`src/inc/icw_defs.svh`:
```
/*
 Register indices, field positions, reset values and write masks of the
 interrupt context and wake controller. Assumes the includer compiles it
 once per unit; the guard makes a second include harmless.
*/
`ifndef ICW_DEFS_SVH
`define ICW_DEFS_SVH

// Register indices; the byte address on the bus is four times the index
`define ICW_IDX_TRAPCTL 16'h0800
`define ICW_IDX_VECEDGE 16'h0082
`define ICW_IDX_FLG0 16'h0084
`define ICW_IDX_FLG1 16'h9800
`define ICW_IDX_FLG2 16'h0088
`define ICW_IDX_EN0 16'h008C
`define ICW_IDX_EN1 16'h008E
`define ICW_IDX_EN2 16'h0600
`define ICW_IDX_PRI0 16'h0094
`define ICW_IDX_PRI1 16'h9600
`define ICW_IDX_PRI2 16'h8600
`define ICW_IDX_PRI3 16'hA600
`define ICW_IDX_PRI4 16'h00AC
`define ICW_IDX_PRI5 16'h009E
`define ICW_IDX_PRI6 16'h00A0
`define ICW_IDX_PRI7 16'h00A2
`define ICW_IDX_PRI8 16'h00A4
`define ICW_IDX_PRI9 16'h00A6
`define ICW_IDX_PRI10 16'h00A8
`define ICW_IDX_IRQSTAT 16'h00B0
`define ICW_IDX_IRQMASK 16'h00B2

// Reset values
`define ICW_RST_ZERO 16'h0000
`define ICW_RST_PRI 16'h4444
`define ICW_RST_PRI9 16'h0444
`define ICW_RST_PRI10 16'h0440

// Writable bits
`define ICW_MASK_TRAPCTL 16'h8700
`define ICW_MASK_VECEDGE 16'h801F
`define ICW_MASK_PRI 16'h7777
`define ICW_MASK_PRI9 16'h0777
`define ICW_MASK_PRI10 16'h0770
`define ICW_MASK_IRQ 16'h003F
`define ICW_FLAG_IMPL 48'h067F_FFFF_FFFF

// Field positions
`define ICW_POS_ALTVEC 15
`define ICW_POS_NEST 15
`define ICW_POS_WAKE 5
`define ICW_FLAG_EXT0 0
`define ICW_FLAG_EXT1 16
`define ICW_FLAG_EXT2 23
`define ICW_FLAG_EXT3 36
`define ICW_FLAG_EXT4 37

`endif

```
`src/inc/icw_pkg.sv`:
```
/*
 Types shared by the controller, its arbiter and edge detectors.
 Assumes nothing beyond a SystemVerilog compiler.
*/
package icw_pkg;
  typedef logic [15:0] icw_word_t;
  typedef logic [2:0] icw_level_t;
  typedef enum logic [1:0] {
    ICW_WR_IDLE = 2'b01,
    ICW_WR_RESP = 2'b10
  } icw_wr_state_t;
  typedef struct packed {
    logic [4:0] flags;
    logic [63:0] wregs;
  } icw_ctx_t;
endpackage : icw_pkg

```
`src/inc/icw_arb_if.sv`:
```
/*
 Carrier between the controller and its priority arbiter: pending sources
 and their levels out, the winning source back. Assumes one clock domain.
*/
interface icw_arb_if;
  import icw_pkg::*;
  logic [43:0] pend;
  icw_level_t [43:0] lvl;
  logic found;
  icw_level_t best_lvl;
  logic [5:0] best_src;
  modport ctrl (output pend, output lvl,
                input found, input best_lvl, input best_src);
  modport arb (input pend, input lvl,
               output found, output best_lvl, output best_src);
endinterface : icw_arb_if

```
`src/hdl/icw_ctrl.sv`:
```
/*
 Interrupt context and wake controller: shadow context, external edge
 requests, flag/enable/priority registers over AXI4-Lite, request and wake
 to the core. Assumes the core gives one instruction cycle per i_clk.
*/
// The AXI4-Lite interface to the registers was left to the implementer.
`include "icw_defs.svh"
module icw_ctrl #(
  parameter int ADDR_W = 18
) (
  input wire logic i_clk,
  input wire logic i_rst_n,
  input wire logic i_awvalid,
  output logic o_awready,
  input wire logic [ADDR_W-1:0] i_awaddr,
  input wire logic i_wvalid,
  output logic o_wready,
  input wire logic [31:0] i_wdata,
  input wire logic [3:0] i_wstrb,
  output logic o_bvalid,
  input wire logic i_bready,
  output logic [1:0] o_bresp,
  input wire logic i_arvalid,
  output logic o_arready,
  input wire logic [ADDR_W-1:0] i_araddr,
  output logic o_rvalid,
  input wire logic i_rready,
  output logic [31:0] o_rdata,
  output logic [1:0] o_rresp,
  input wire logic [4:0] i_ext_request_inputs,
  input wire logic [47:0] i_src_events,
  input wire logic [3:0] i_cpu_priority_level,
  input wire logic i_sleep,
  input wire logic i_idle,
  input wire logic i_shadow_push,
  input wire logic i_shadow_pop,
  input wire logic [4:0] i_cpu_status_flags,
  input wire logic [63:0] i_work_regs,
  output logic o_shadow_restore,
  output icw_pkg::icw_ctx_t o_restore_ctx,
  output logic o_irq_req,
  output logic [5:0] o_irq_src,
  output icw_pkg::icw_level_t o_irq_level,
  output logic o_wake,
  output logic o_alt_vector,
  output logic o_nest_disable,
  output logic o_int
);
  import icw_pkg::*;

  localparam logic [1:0] RESP_OKAY = 2'b00;
  localparam logic [1:0] RESP_SLVERR = 2'b10;
  localparam logic [15:0] PRI_IDX [11] = '{
    `ICW_IDX_PRI0, `ICW_IDX_PRI1, `ICW_IDX_PRI2, `ICW_IDX_PRI3,
    `ICW_IDX_PRI4, `ICW_IDX_PRI5, `ICW_IDX_PRI6, `ICW_IDX_PRI7,
    `ICW_IDX_PRI8, `ICW_IDX_PRI9, `ICW_IDX_PRI10};

  function automatic icw_word_t merge(input icw_word_t old,
                                      input logic [31:0] data,
                                      input logic [3:0] strb,
                                      input icw_word_t mask);
    icw_word_t lanes;
    lanes = {{8{strb[1]}}, {8{strb[0]}}};
    return ((old & ~lanes) | (data[15:0] & lanes)) & mask;
  endfunction : merge

  function automatic icw_word_t pri_mask(input int k);
    return (k == 9) ? `ICW_MASK_PRI9 :
           (k == 10) ? `ICW_MASK_PRI10 : `ICW_MASK_PRI;
  endfunction : pri_mask

  function automatic icw_word_t pri_reset(input int k);
    return (k == 9) ? `ICW_RST_PRI9 :
           (k == 10) ? `ICW_RST_PRI10 : `ICW_RST_PRI;
  endfunction : pri_reset

  function automatic logic [47:0] ext_to_flags(input logic [4:0] e);
    logic [47:0] f;
    f = '0;
    f[`ICW_FLAG_EXT0] = e[0];
    f[`ICW_FLAG_EXT1] = e[1];
    f[`ICW_FLAG_EXT2] = e[2];
    f[`ICW_FLAG_EXT3] = e[3];
    f[`ICW_FLAG_EXT4] = e[4];
    return f;
  endfunction : ext_to_flags

  icw_wr_state_t wr_state_ff;
  logic aw_got_ff, w_got_ff, do_write;
  logic [15:0] wr_idx_ff;
  logic [31:0] wr_data_ff;
  logic [3:0] wr_strb_ff;
  logic wr_hit;
  logic rvalid_ff;
  logic [31:0] rdata_ff;
  logic [1:0] rresp_ff, bresp_ff;
  icw_word_t rd_val;
  logic rd_hit;
  logic [15:0] rd_idx;

  icw_word_t trapctl_ff, vecedge_ff, stat_ff, mask_ff;
  icw_word_t [10:0] pri_ff;
  logic [47:0] flags_ff, nxt_flags, en_ff, nxt_en;
  icw_ctx_t ctx_ff;
  logic [4:0] ext_edge;
  logic req_now, wake_now;
  icw_word_t nxt_stat;

  icw_arb_if arb_if ();

  icw_arbiter u_arbiter (
    .arb(arb_if.arb)
  );

  icw_edge #(.N(5)) u_edge (
    .i_clk(i_clk),
    .i_rst_n(i_rst_n),
    .i_pins(i_ext_request_inputs),
    .i_polarity(vecedge_ff[4:0]),
    .o_edge(ext_edge)
  );

  // AXI4-Lite write: address and data in either order, then one response
  assign o_awready = (wr_state_ff == ICW_WR_IDLE) && !aw_got_ff;
  assign o_wready = (wr_state_ff == ICW_WR_IDLE) && !w_got_ff;
  assign do_write = (wr_state_ff == ICW_WR_IDLE) && aw_got_ff && w_got_ff;
  assign o_bvalid = wr_state_ff == ICW_WR_RESP;
  assign o_bresp = bresp_ff;

  always_ff @(posedge i_clk or negedge i_rst_n) begin
    if (!i_rst_n) begin
      wr_state_ff <= ICW_WR_IDLE;
      aw_got_ff <= 1'b0;
      w_got_ff <= 1'b0;
      wr_idx_ff <= '0;
      wr_data_ff <= '0;
      wr_strb_ff <= '0;
      bresp_ff <= RESP_OKAY;
    end else begin
      unique case (wr_state_ff)
        ICW_WR_IDLE: begin
          if (i_awvalid && o_awready) begin
            aw_got_ff <= 1'b1;
            wr_idx_ff <= 16'(i_awaddr[ADDR_W-1:2]);
          end
          if (i_wvalid && o_wready) begin
            w_got_ff <= 1'b1;
            wr_data_ff <= i_wdata;
            wr_strb_ff <= i_wstrb;
          end
          if (do_write) begin
            aw_got_ff <= 1'b0;
            w_got_ff <= 1'b0;
            bresp_ff <= wr_hit ? RESP_OKAY : RESP_SLVERR;
            wr_state_ff <= ICW_WR_RESP;
          end
        end
        ICW_WR_RESP: begin
          if (i_bready) begin
            wr_state_ff <= ICW_WR_IDLE;
          end
        end
      endcase
    end
  end

  always_comb begin
    wr_hit = 1'b0;
    unique case (wr_idx_ff)
      `ICW_IDX_TRAPCTL, `ICW_IDX_VECEDGE, `ICW_IDX_FLG0, `ICW_IDX_FLG1,
      `ICW_IDX_FLG2, `ICW_IDX_EN0, `ICW_IDX_EN1, `ICW_IDX_EN2,
      `ICW_IDX_IRQSTAT, `ICW_IDX_IRQMASK: wr_hit = 1'b1;
      default: begin
        for (int k = 0; k < 11; k++) begin
          if (wr_idx_ff == PRI_IDX[k]) begin
            wr_hit = 1'b1;
          end
        end
      end
    endcase
  end

  // Read mux; the shadow context is deliberately absent from it
  assign rd_idx = 16'(i_araddr[ADDR_W-1:2]);

  always_comb begin
    rd_hit = 1'b1;
    rd_val = '0;
    unique case (rd_idx)
      `ICW_IDX_TRAPCTL: rd_val = trapctl_ff;
      `ICW_IDX_VECEDGE: rd_val = vecedge_ff;
      `ICW_IDX_FLG0: rd_val = flags_ff[15:0];
      `ICW_IDX_FLG1: rd_val = flags_ff[31:16];
      `ICW_IDX_FLG2: rd_val = flags_ff[47:32];
      `ICW_IDX_EN0: rd_val = en_ff[15:0];
      `ICW_IDX_EN1: rd_val = en_ff[31:16];
      `ICW_IDX_EN2: rd_val = en_ff[47:32];
      `ICW_IDX_IRQSTAT: rd_val = stat_ff;
      `ICW_IDX_IRQMASK: rd_val = mask_ff;
      default: begin
        rd_hit = 1'b0;
        for (int k = 0; k < 11; k++) begin
          if (rd_idx == PRI_IDX[k]) begin
            rd_hit = 1'b1;
            rd_val = pri_ff[k];
          end
        end
      end
    endcase
  end

  assign o_arready = !rvalid_ff;
  assign o_rvalid = rvalid_ff;
  assign o_rdata = rdata_ff;
  assign o_rresp = rresp_ff;

  always_ff @(posedge i_clk or negedge i_rst_n) begin
    if (!i_rst_n) begin
      rvalid_ff <= 1'b0;
      rdata_ff <= '0;
      rresp_ff <= RESP_OKAY;
    end else if (i_arvalid && o_arready) begin
      rvalid_ff <= 1'b1;
      rdata_ff <= {16'h0000, rd_val};
      rresp_ff <= rd_hit ? RESP_OKAY : RESP_SLVERR;
    end else if (i_rready) begin
      rvalid_ff <= 1'b0;
    end
  end

  // Control registers
  always_ff @(posedge i_clk or negedge i_rst_n) begin
    if (!i_rst_n) begin
      trapctl_ff <= `ICW_RST_ZERO;
      vecedge_ff <= `ICW_RST_ZERO;
      mask_ff <= `ICW_RST_ZERO;
    end else if (do_write) begin
      if (wr_idx_ff == `ICW_IDX_TRAPCTL) begin
        trapctl_ff <= merge(trapctl_ff, wr_data_ff, wr_strb_ff,
                            `ICW_MASK_TRAPCTL);
      end
      if (wr_idx_ff == `ICW_IDX_VECEDGE) begin
        vecedge_ff <= merge(vecedge_ff, wr_data_ff, wr_strb_ff,
                            `ICW_MASK_VECEDGE);
      end
      if (wr_idx_ff == `ICW_IDX_IRQMASK) begin
        mask_ff <= merge(mask_ff, wr_data_ff, wr_strb_ff, `ICW_MASK_IRQ);
      end
    end
  end

  assign o_alt_vector = vecedge_ff[`ICW_POS_ALTVEC];
  assign o_nest_disable = trapctl_ff[`ICW_POS_NEST];

  always_ff @(posedge i_clk or negedge i_rst_n) begin
    if (!i_rst_n) begin
      for (int k = 0; k < 11; k++) begin
        pri_ff[k] <= pri_reset(k);
      end
    end else if (do_write) begin
      for (int k = 0; k < 11; k++) begin
        if (wr_idx_ff == PRI_IDX[k]) begin
          pri_ff[k] <= merge(pri_ff[k], wr_data_ff, wr_strb_ff,
                             pri_mask(k));
        end
      end
    end
  end

  // Flags: a hardware event in the cycle of a software write still lands
  always_comb begin
    nxt_flags = flags_ff;
    nxt_en = en_ff;
    if (do_write) begin
      unique case (wr_idx_ff)
        `ICW_IDX_FLG0: nxt_flags[15:0] =
          merge(flags_ff[15:0], wr_data_ff, wr_strb_ff, 16'hFFFF);
        `ICW_IDX_FLG1: nxt_flags[31:16] =
          merge(flags_ff[31:16], wr_data_ff, wr_strb_ff, 16'hFFFF);
        `ICW_IDX_FLG2: nxt_flags[47:32] =
          merge(flags_ff[47:32], wr_data_ff, wr_strb_ff, 16'hFFFF);
        `ICW_IDX_EN0: nxt_en[15:0] =
          merge(en_ff[15:0], wr_data_ff, wr_strb_ff, 16'hFFFF);
        `ICW_IDX_EN1: nxt_en[31:16] =
          merge(en_ff[31:16], wr_data_ff, wr_strb_ff, 16'hFFFF);
        `ICW_IDX_EN2: nxt_en[47:32] =
          merge(en_ff[47:32], wr_data_ff, wr_strb_ff, 16'hFFFF);
        default: ;
      endcase
    end
    nxt_flags = (nxt_flags | i_src_events | ext_to_flags(ext_edge)) &
                `ICW_FLAG_IMPL;
    nxt_en = nxt_en & `ICW_FLAG_IMPL;
  end

  always_ff @(posedge i_clk or negedge i_rst_n) begin
    if (!i_rst_n) begin
      flags_ff <= '0;
      en_ff <= '0;
    end else begin
      flags_ff <= nxt_flags;
      en_ff <= nxt_en;
    end
  end

  // Pending requests and their levels go to the arbiter every cycle
  always_comb begin
    arb_if.pend = flags_ff[43:0] & en_ff[43:0];
    for (int i = 0; i < 44; i++) begin
      arb_if.lvl[i] = pri_ff[i / 4][(i % 4) * 4 +: 3];
    end
  end

  assign req_now = arb_if.found &&
    ({1'b0, arb_if.best_lvl} > i_cpu_priority_level);
  assign wake_now = req_now && (i_sleep || i_idle);

  always_ff @(posedge i_clk or negedge i_rst_n) begin
    if (!i_rst_n) begin
      o_irq_req <= 1'b0;
      o_irq_src <= '0;
      o_irq_level <= '0;
      o_wake <= 1'b0;
    end else begin
      o_irq_req <= req_now;
      o_irq_src <= arb_if.best_src;
      o_irq_level <= arb_if.best_lvl;
      o_wake <= wake_now;
    end
  end

  // Status: sticky, write one to clear, set beats clear
  always_comb begin
    nxt_stat = stat_ff;
    if (do_write && wr_idx_ff == `ICW_IDX_IRQSTAT) begin
      nxt_stat = stat_ff & ~(wr_data_ff[15:0] & {{8{wr_strb_ff[1]}},
                                                 {8{wr_strb_ff[0]}}});
    end
    nxt_stat[4:0] = nxt_stat[4:0] | ext_edge;
    nxt_stat[`ICW_POS_WAKE] = nxt_stat[`ICW_POS_WAKE] | (wake_now && !o_wake);
    nxt_stat = nxt_stat & `ICW_MASK_IRQ;
  end

  always_ff @(posedge i_clk or negedge i_rst_n) begin
    if (!i_rst_n) begin
      stat_ff <= `ICW_RST_ZERO;
    end else begin
      stat_ff <= nxt_stat;
    end
  end

  assign o_int = |(stat_ff & mask_ff);

  // Shadow context: one level, only the push and pop ports reach it
  always_ff @(posedge i_clk or negedge i_rst_n) begin
    if (!i_rst_n) begin
      ctx_ff <= '0;
    end else if (i_shadow_push) begin
      ctx_ff <= '{flags: i_cpu_status_flags, wregs: i_work_regs};
    end
  end

  // Pop in the same cycle as push returns the older copy
  always_ff @(posedge i_clk or negedge i_rst_n) begin
    if (!i_rst_n) begin
      o_shadow_restore <= 1'b0;
      o_restore_ctx <= '0;
    end else begin
      o_shadow_restore <= i_shadow_pop;
      if (i_shadow_pop) begin
        o_restore_ctx <= ctx_ff;
      end
    end
  end
endmodule : icw_ctrl

```
`src/hdl/icw_edge.sv`:
```
/*
 Synchronises the external request pins and detects the chosen edge.
 Assumes the pins are asynchronous to i_clk.
*/
module icw_edge #(
  parameter int N = 5
) (
  input wire logic i_clk,
  input wire logic i_rst_n,
  input wire logic [N-1:0] i_pins,
  input wire logic [N-1:0] i_polarity,
  output logic [N-1:0] o_edge
);
  import icw_pkg::*;
  logic [N-1:0] meta_ff, sync_ff, prev_ff;

  always_ff @(posedge i_clk or negedge i_rst_n) begin
    if (!i_rst_n) begin
      meta_ff <= '0;
      sync_ff <= '0;
      prev_ff <= '0;
    end else begin
      meta_ff <= i_pins;
      sync_ff <= meta_ff;
      prev_ff <= sync_ff;
    end
  end

  // Polarity picks the direction without xoring the data, so flipping it
  // never fakes an edge
  assign o_edge = (i_polarity & prev_ff & ~sync_ff) |
                  (~i_polarity & ~prev_ff & sync_ff);
endmodule : icw_edge

```
`src/hdl/icw_arbiter.sv`:
```
/*
 Picks the pending source with the highest level; on a tie the lowest
 source number wins. Purely combinational; the caller registers it.
*/
module icw_arbiter (
  icw_arb_if.arb arb
);
  import icw_pkg::*;

  always_comb begin
    arb.best_lvl = '0;
    arb.best_src = '0;
    // Level 0 can never win, so it acts as a source disable
    for (int i = 0; i < 44; i++) begin
      if (arb.pend[i] && arb.lvl[i] > arb.best_lvl) begin
        arb.best_lvl = arb.lvl[i];
        arb.best_src = 6'(i);
      end
    end
    arb.found = arb.best_lvl != '0;
  end
endmodule : icw_arbiter

```
`config.mk`:
```
export PLATFORM = sky130hd
export DESIGN_NAME = icw_ctrl
export DESIGN_NICKNAME = d
export VERILOG_FILES = /design/src/inc/icw_pkg.sv /design/src/inc/icw_arb_if.sv /design/src/hdl/icw_ctrl.sv /design/src/hdl/icw_edge.sv /design/src/hdl/icw_arbiter.sv
export VERILOG_INCLUDE_DIRS = /design/src /design/src/inc
export SDC_FILE = /design/constraint.sdc
export NUM_CORES = 1
export LEC_CHECK = 0
export BUFFER_PORTS_ARGS = -buffer_cell sky130_fd_sc_hd__buf_2
export CORE_AREA = 5 5 223 225
export DETAILED_ROUTE_END_ITERATION = 8
export DIE_AREA = 0 0 228 230
export PLACE_DENSITY_LB_ADDON = 0.1
export SYNTH_ARGS = -nofsm -noshare
export SYNTH_HDL_FRONTEND = slang
export SYNTH_SLANG_ARGS = --single-unit
```
`constraint.sdc`:
```
create_clock -name i_clk -period 44.5 [get_ports i_clk]
set_input_delay 6.675 -clock i_clk [delete_from_list [all_inputs] [get_ports i_clk]]
set_output_delay 6.675 -clock i_clk [all_outputs]
set_load 0.02 [all_outputs]
```
==> impl_summary.log <==
[metrics] Static Leakage: 14.41 nW
[metrics] detailed router's first-iteration violation count: 2172
[metrics] number of antenna violations at the first check in global routing: 9
[metrics] relative slew slack: 10.91%
[metrics] violations in the final reports: negative setup slack
[metrics] antenna-violating nets left: 0
[metrics] Slew Viols, Final: 0
[metrics] combined buffer and inverter count along the critical path: 68
[metrics] share of final-layout standard cells stronger than drive strength 1: 43.81%
[metrics] least setup slack across all paths after layout: -4.014 ns
[metrics] via count of the first global-routing pass: 22490
[metrics] total area of multi-input combinational cells: 14450 um2
[metrics] TritonCTS sink count: 449
[metrics] setup violators final: 12
[metrics] category of cells accounting for the largest share of critical-path delay: compound AO/OA/AOI/OAI gates
[metrics] critical-path cell with the highest stage delay: sky130_fd_sc_hd__dfstp_2
[metrics] storage element area: 11290 um2
[metrics] reported max-cap violation count: 0
[metrics] total count of hold-check failures in the final report: 0
[metrics] critical path class: register to register
[metrics] number of enable-type register cells in the synthesized netlist: 0
[metrics] TritonCTS Buffers: 51
[metrics] Critical Path Max Stage Delay: 0.56 ns
[metrics] detailed-route vias per instance: 6.261
[metrics] prevailing post-synth register cell: sky130_fd_sc_hd__dfrtp_1
[metrics] fraction of the yosys area taken by sequential cells: 45.51%
[metrics] average wire per standard cell: 25.42 um
[metrics] final net count: 3261
[metrics] horizontal die dimension: 228 um
[metrics] VDD IR-drop max: 0.00003598 V
[metrics] Hold/Removal Path Class: register to register
[metrics] count of yosys warnings during synthesis: 0
[metrics] power per cell area: 34.21 nW/um2
[metrics] slew at the pin closest to its max-slew limit: 1.336 ns
[metrics] Critical Path End Type: register
[metrics] post-synthesis cell area: 24810 um2
[metrics] first-pass detailed-route iteration total: 6
[metrics] number of buffers added to fix hold violations after cts: 0
[metrics] run status: finished, violations left
[metrics] Setup Slack @ Placement: -4.270 ns
[metrics] buffer depth of the longest clock path: 3
[metrics] count of state elements after synthesis: 449
[metrics] synthesized instance count: 2417
[metrics] pin count of the biggest net entering global routing: 83
[metrics] clock tree from TritonCTS: yes
[metrics] type of origin of the critical path: register
[metrics] post-route clock period utilization: 109.0%
[metrics] clock network latency to the later pin of the worst-skew pair: 0.62 ns
[metrics] post-route clock skew: 0.01602 ns
[metrics] cell seen most often among critical-path stages: sky130_fd_sc_hd__buf_4
[metrics] maximum clock frequency: 0.02061 GHz
[metrics] setup repair after global routing missed its margin: yes
[metrics] final HPWL from detailed placement: 67.08 mm
[metrics] Core Util, Final: 68.67%
[metrics] Worst Path Arrival: 49.01 ns
[metrics] unique cell type count in the Yosys netlist: 102
[metrics] core area: 47350 um2
[metrics] post-layout minimum cycle time: 48.51 ns
[metrics] DRC viols: 0
[metrics] Overflow after GRT: 0
[metrics] total number of vias: 22940
[metrics] I/O Pins: 334
[metrics] critical path fanouts, max: 4
[metrics] growth of design area from synthesis to finish: 31.08%
[metrics] final weighted congestion in routability-driven placement: 0.9925
[metrics] Vert. Die Dim: 230 um
[metrics] initial core utilization: 52.39%
[metrics] total routed wirelength: 93.15 mm
[metrics] row count: 80
[metrics] total number of H-tree levels: 2
[metrics] proportion of register bits with asynchronous set or reset after synthesis: 100.0%
[metrics] Avg Inst Size Synth: 10.26 um2
[metrics] critical path data required time: 44.99 ns
[metrics] die outline area: 52440 um2
[metrics] Layout fillers: 3575
[metrics] clk slew on worst S/H paths: 0.06 ns
[metrics] global-route wire length before repair: 137.2 mm
[metrics] Clock Tree Root: sky130_fd_sc_hd__clkbuf_16
[metrics] gr usage total: 33.72%
[metrics] count of buffers inserted at the top-level ports: 286
-- cell usage in the layout (no fill, tap or decap), drive strengths merged, types with 15 or more instances in the layout --
cell type,netlist,routed
buf,33,605
dfrtp,407,407
mux2,318,318
nor2,237,237
nand2,232,232
o21ai,112,112
inv,88,92
a21oi,81,81
nand3,71,71
clkbuf,53,68
nor2b,53,53
nor3,52,52
ha,46,46
dfstp,42,42
and3,37,37
a211o,36,36
and2,32,32
a22oi,31,31
mux2i,29,29
a31oi,28,28
a221oi,27,27
or2,25,25
a222oi,22,22
nand3b,20,20
o211a,20,20
o211ai,20,20
conb,1,18
or3,18,18
a21o,17,17
maj3,16,16
a211oi,15,15
-- layer usage --
layer	track usage [%]	part of all wire, %
met5	0	0.058
met4	14.43	5.2
met3	8.204	9.3
met2	53.09	45
met1	44.88	40
-- cells in the mapped netlist, types with 22 or more instances --
| cell | count | share of area, % |
|---|---|---|
| sky130_fd_sc_hd__and2_1 | 31 | 0.78 |
| sky130_fd_sc_hd__inv_1 | 88 | 1.3 |
| sky130_fd_sc_hd__clkbuf_1 | 53 | 0.80 |
| sky130_fd_sc_hd__dfstp_2 | 42 | 4.4 |
| sky130_fd_sc_hd__mux2_2 | 314 | 14 |
| sky130_fd_sc_hd__a221oi_1 | 25 | 0.88 |
| sky130_fd_sc_hd__nand2_1 | 231 | 3.5 |
| sky130_fd_sc_hd__a222oi_1 | 22 | 0.89 |
| sky130_fd_sc_hd__nand3_1 | 71 | 1.4 |
| sky130_fd_sc_hd__o21ai_0 | 103 | 2.1 |
| sky130_fd_sc_hd__or2_2 | 24 | 0.61 |
| sky130_fd_sc_hd__and3_1 | 37 | 0.93 |
| sky130_fd_sc_hd__a22oi_1 | 31 | 0.94 |
| sky130_fd_sc_hd__a31oi_1 | 26 | 0.66 |
| sky130_fd_sc_hd__nor2b_1 | 53 | 1.3 |
| sky130_fd_sc_hd__ha_1 | 46 | 2.3 |
| sky130_fd_sc_hd__dfrtp_1 | 407 | 41 |
| sky130_fd_sc_hd__a211o_1 | 35 | 1.2 |
| sky130_fd_sc_hd__mux2i_1 | 28 | 1.1 |
| sky130_fd_sc_hd__nor2_1 | 236 | 3.6 |
| sky130_fd_sc_hd__nor3_1 | 52 | 1.0 |
| sky130_fd_sc_hd__a21oi_1 | 74 | 1.5 |
-- through the flow --
step | hold slack [ns] | cell area [um2] | std cells | setup TNS, ns | total power (W)
2_1_floorplan | 0.3312 | 25480 | 2434 | -12.75 | 0.0005680
3_3_place_gp | 0.3346 | 28640 | 3425 | -33.39 | 0.0006545
3_5_place_dp | 0.3362 | 28640 | 3425 | -43.07 | 0.0006606
4_1_cts | 0.3462 | 31380 | 3622 | -37.52 | 0.001114
5_1_grt | 0.3586 | 32510 | 3661 | -68.46 | 0.001148
6_report | 0.3384 | 32510 | 3664 | -44.25 | 0.001112
-- logic make-up (layout without fill, tap and decap cells) --
logic type / after synthesis / count (layout) / synth area share [%]
simple gates: 846 / 846 / 16.40
other cells: 1 / 22 / 0.01512
compound gates: 538 / 538 / 16.49
mux: 347 / 347 / 15.68
fa+ha+maj: 62 / 62 / 2.976
buf+inv: 174 / 785 / 2.921
flops: 449 / 449 / 45.51
-- worst paths after layout --
check	from	endpoint	slack, ns	depth (start not counted)
setup / recovery	register	o_irq_src[5]	-4.01	298
hold / removal	u_edge.meta_ff[1]	u_edge.sync_ff[1]	0.34	0
setup reg to reg	register	o_irq_src[5]	-4.01	298
hold reg to reg	u_edge.meta_ff[1]	u_edge.sync_ff[1]	0.34	0
max in group asynchronous	i_rst_n	o_restore_ctx[32]	36.94	2
min in group asynchronous	i_rst_n	async pin	6.07	1
-- final cells by class --
class,count,share of cell area [%]
Sequential cell,449,34.72
Clock inverter,24,1.131
Inverter,88,1.016
Multi-Input combinational cell,1811,44.45
Tap cell,615,2.367
Clock buffer,68,4.433
Antenna cell,4,0.03079
Timing Repair Buffer,605,11.86
-- power by group --
group / switching (W) / internal [W]
combinational: 0.0000920 / 0.0000562
clock: 0.000183 / 0.000270
sequential: 0.0000660 / 0.000444
total: 0.000341 / 0.000771
-- what timing repair did --
item                                   in CTS  in global routing
gates resized for setup                    29                154
pin swaps                                  55                213
buffers inserted                          105                 40
endpoints found under the hold margin       0                  0
setup endpoints to repair                  12                 12
No activity file was read; power rests on OpenSTA's default activity.
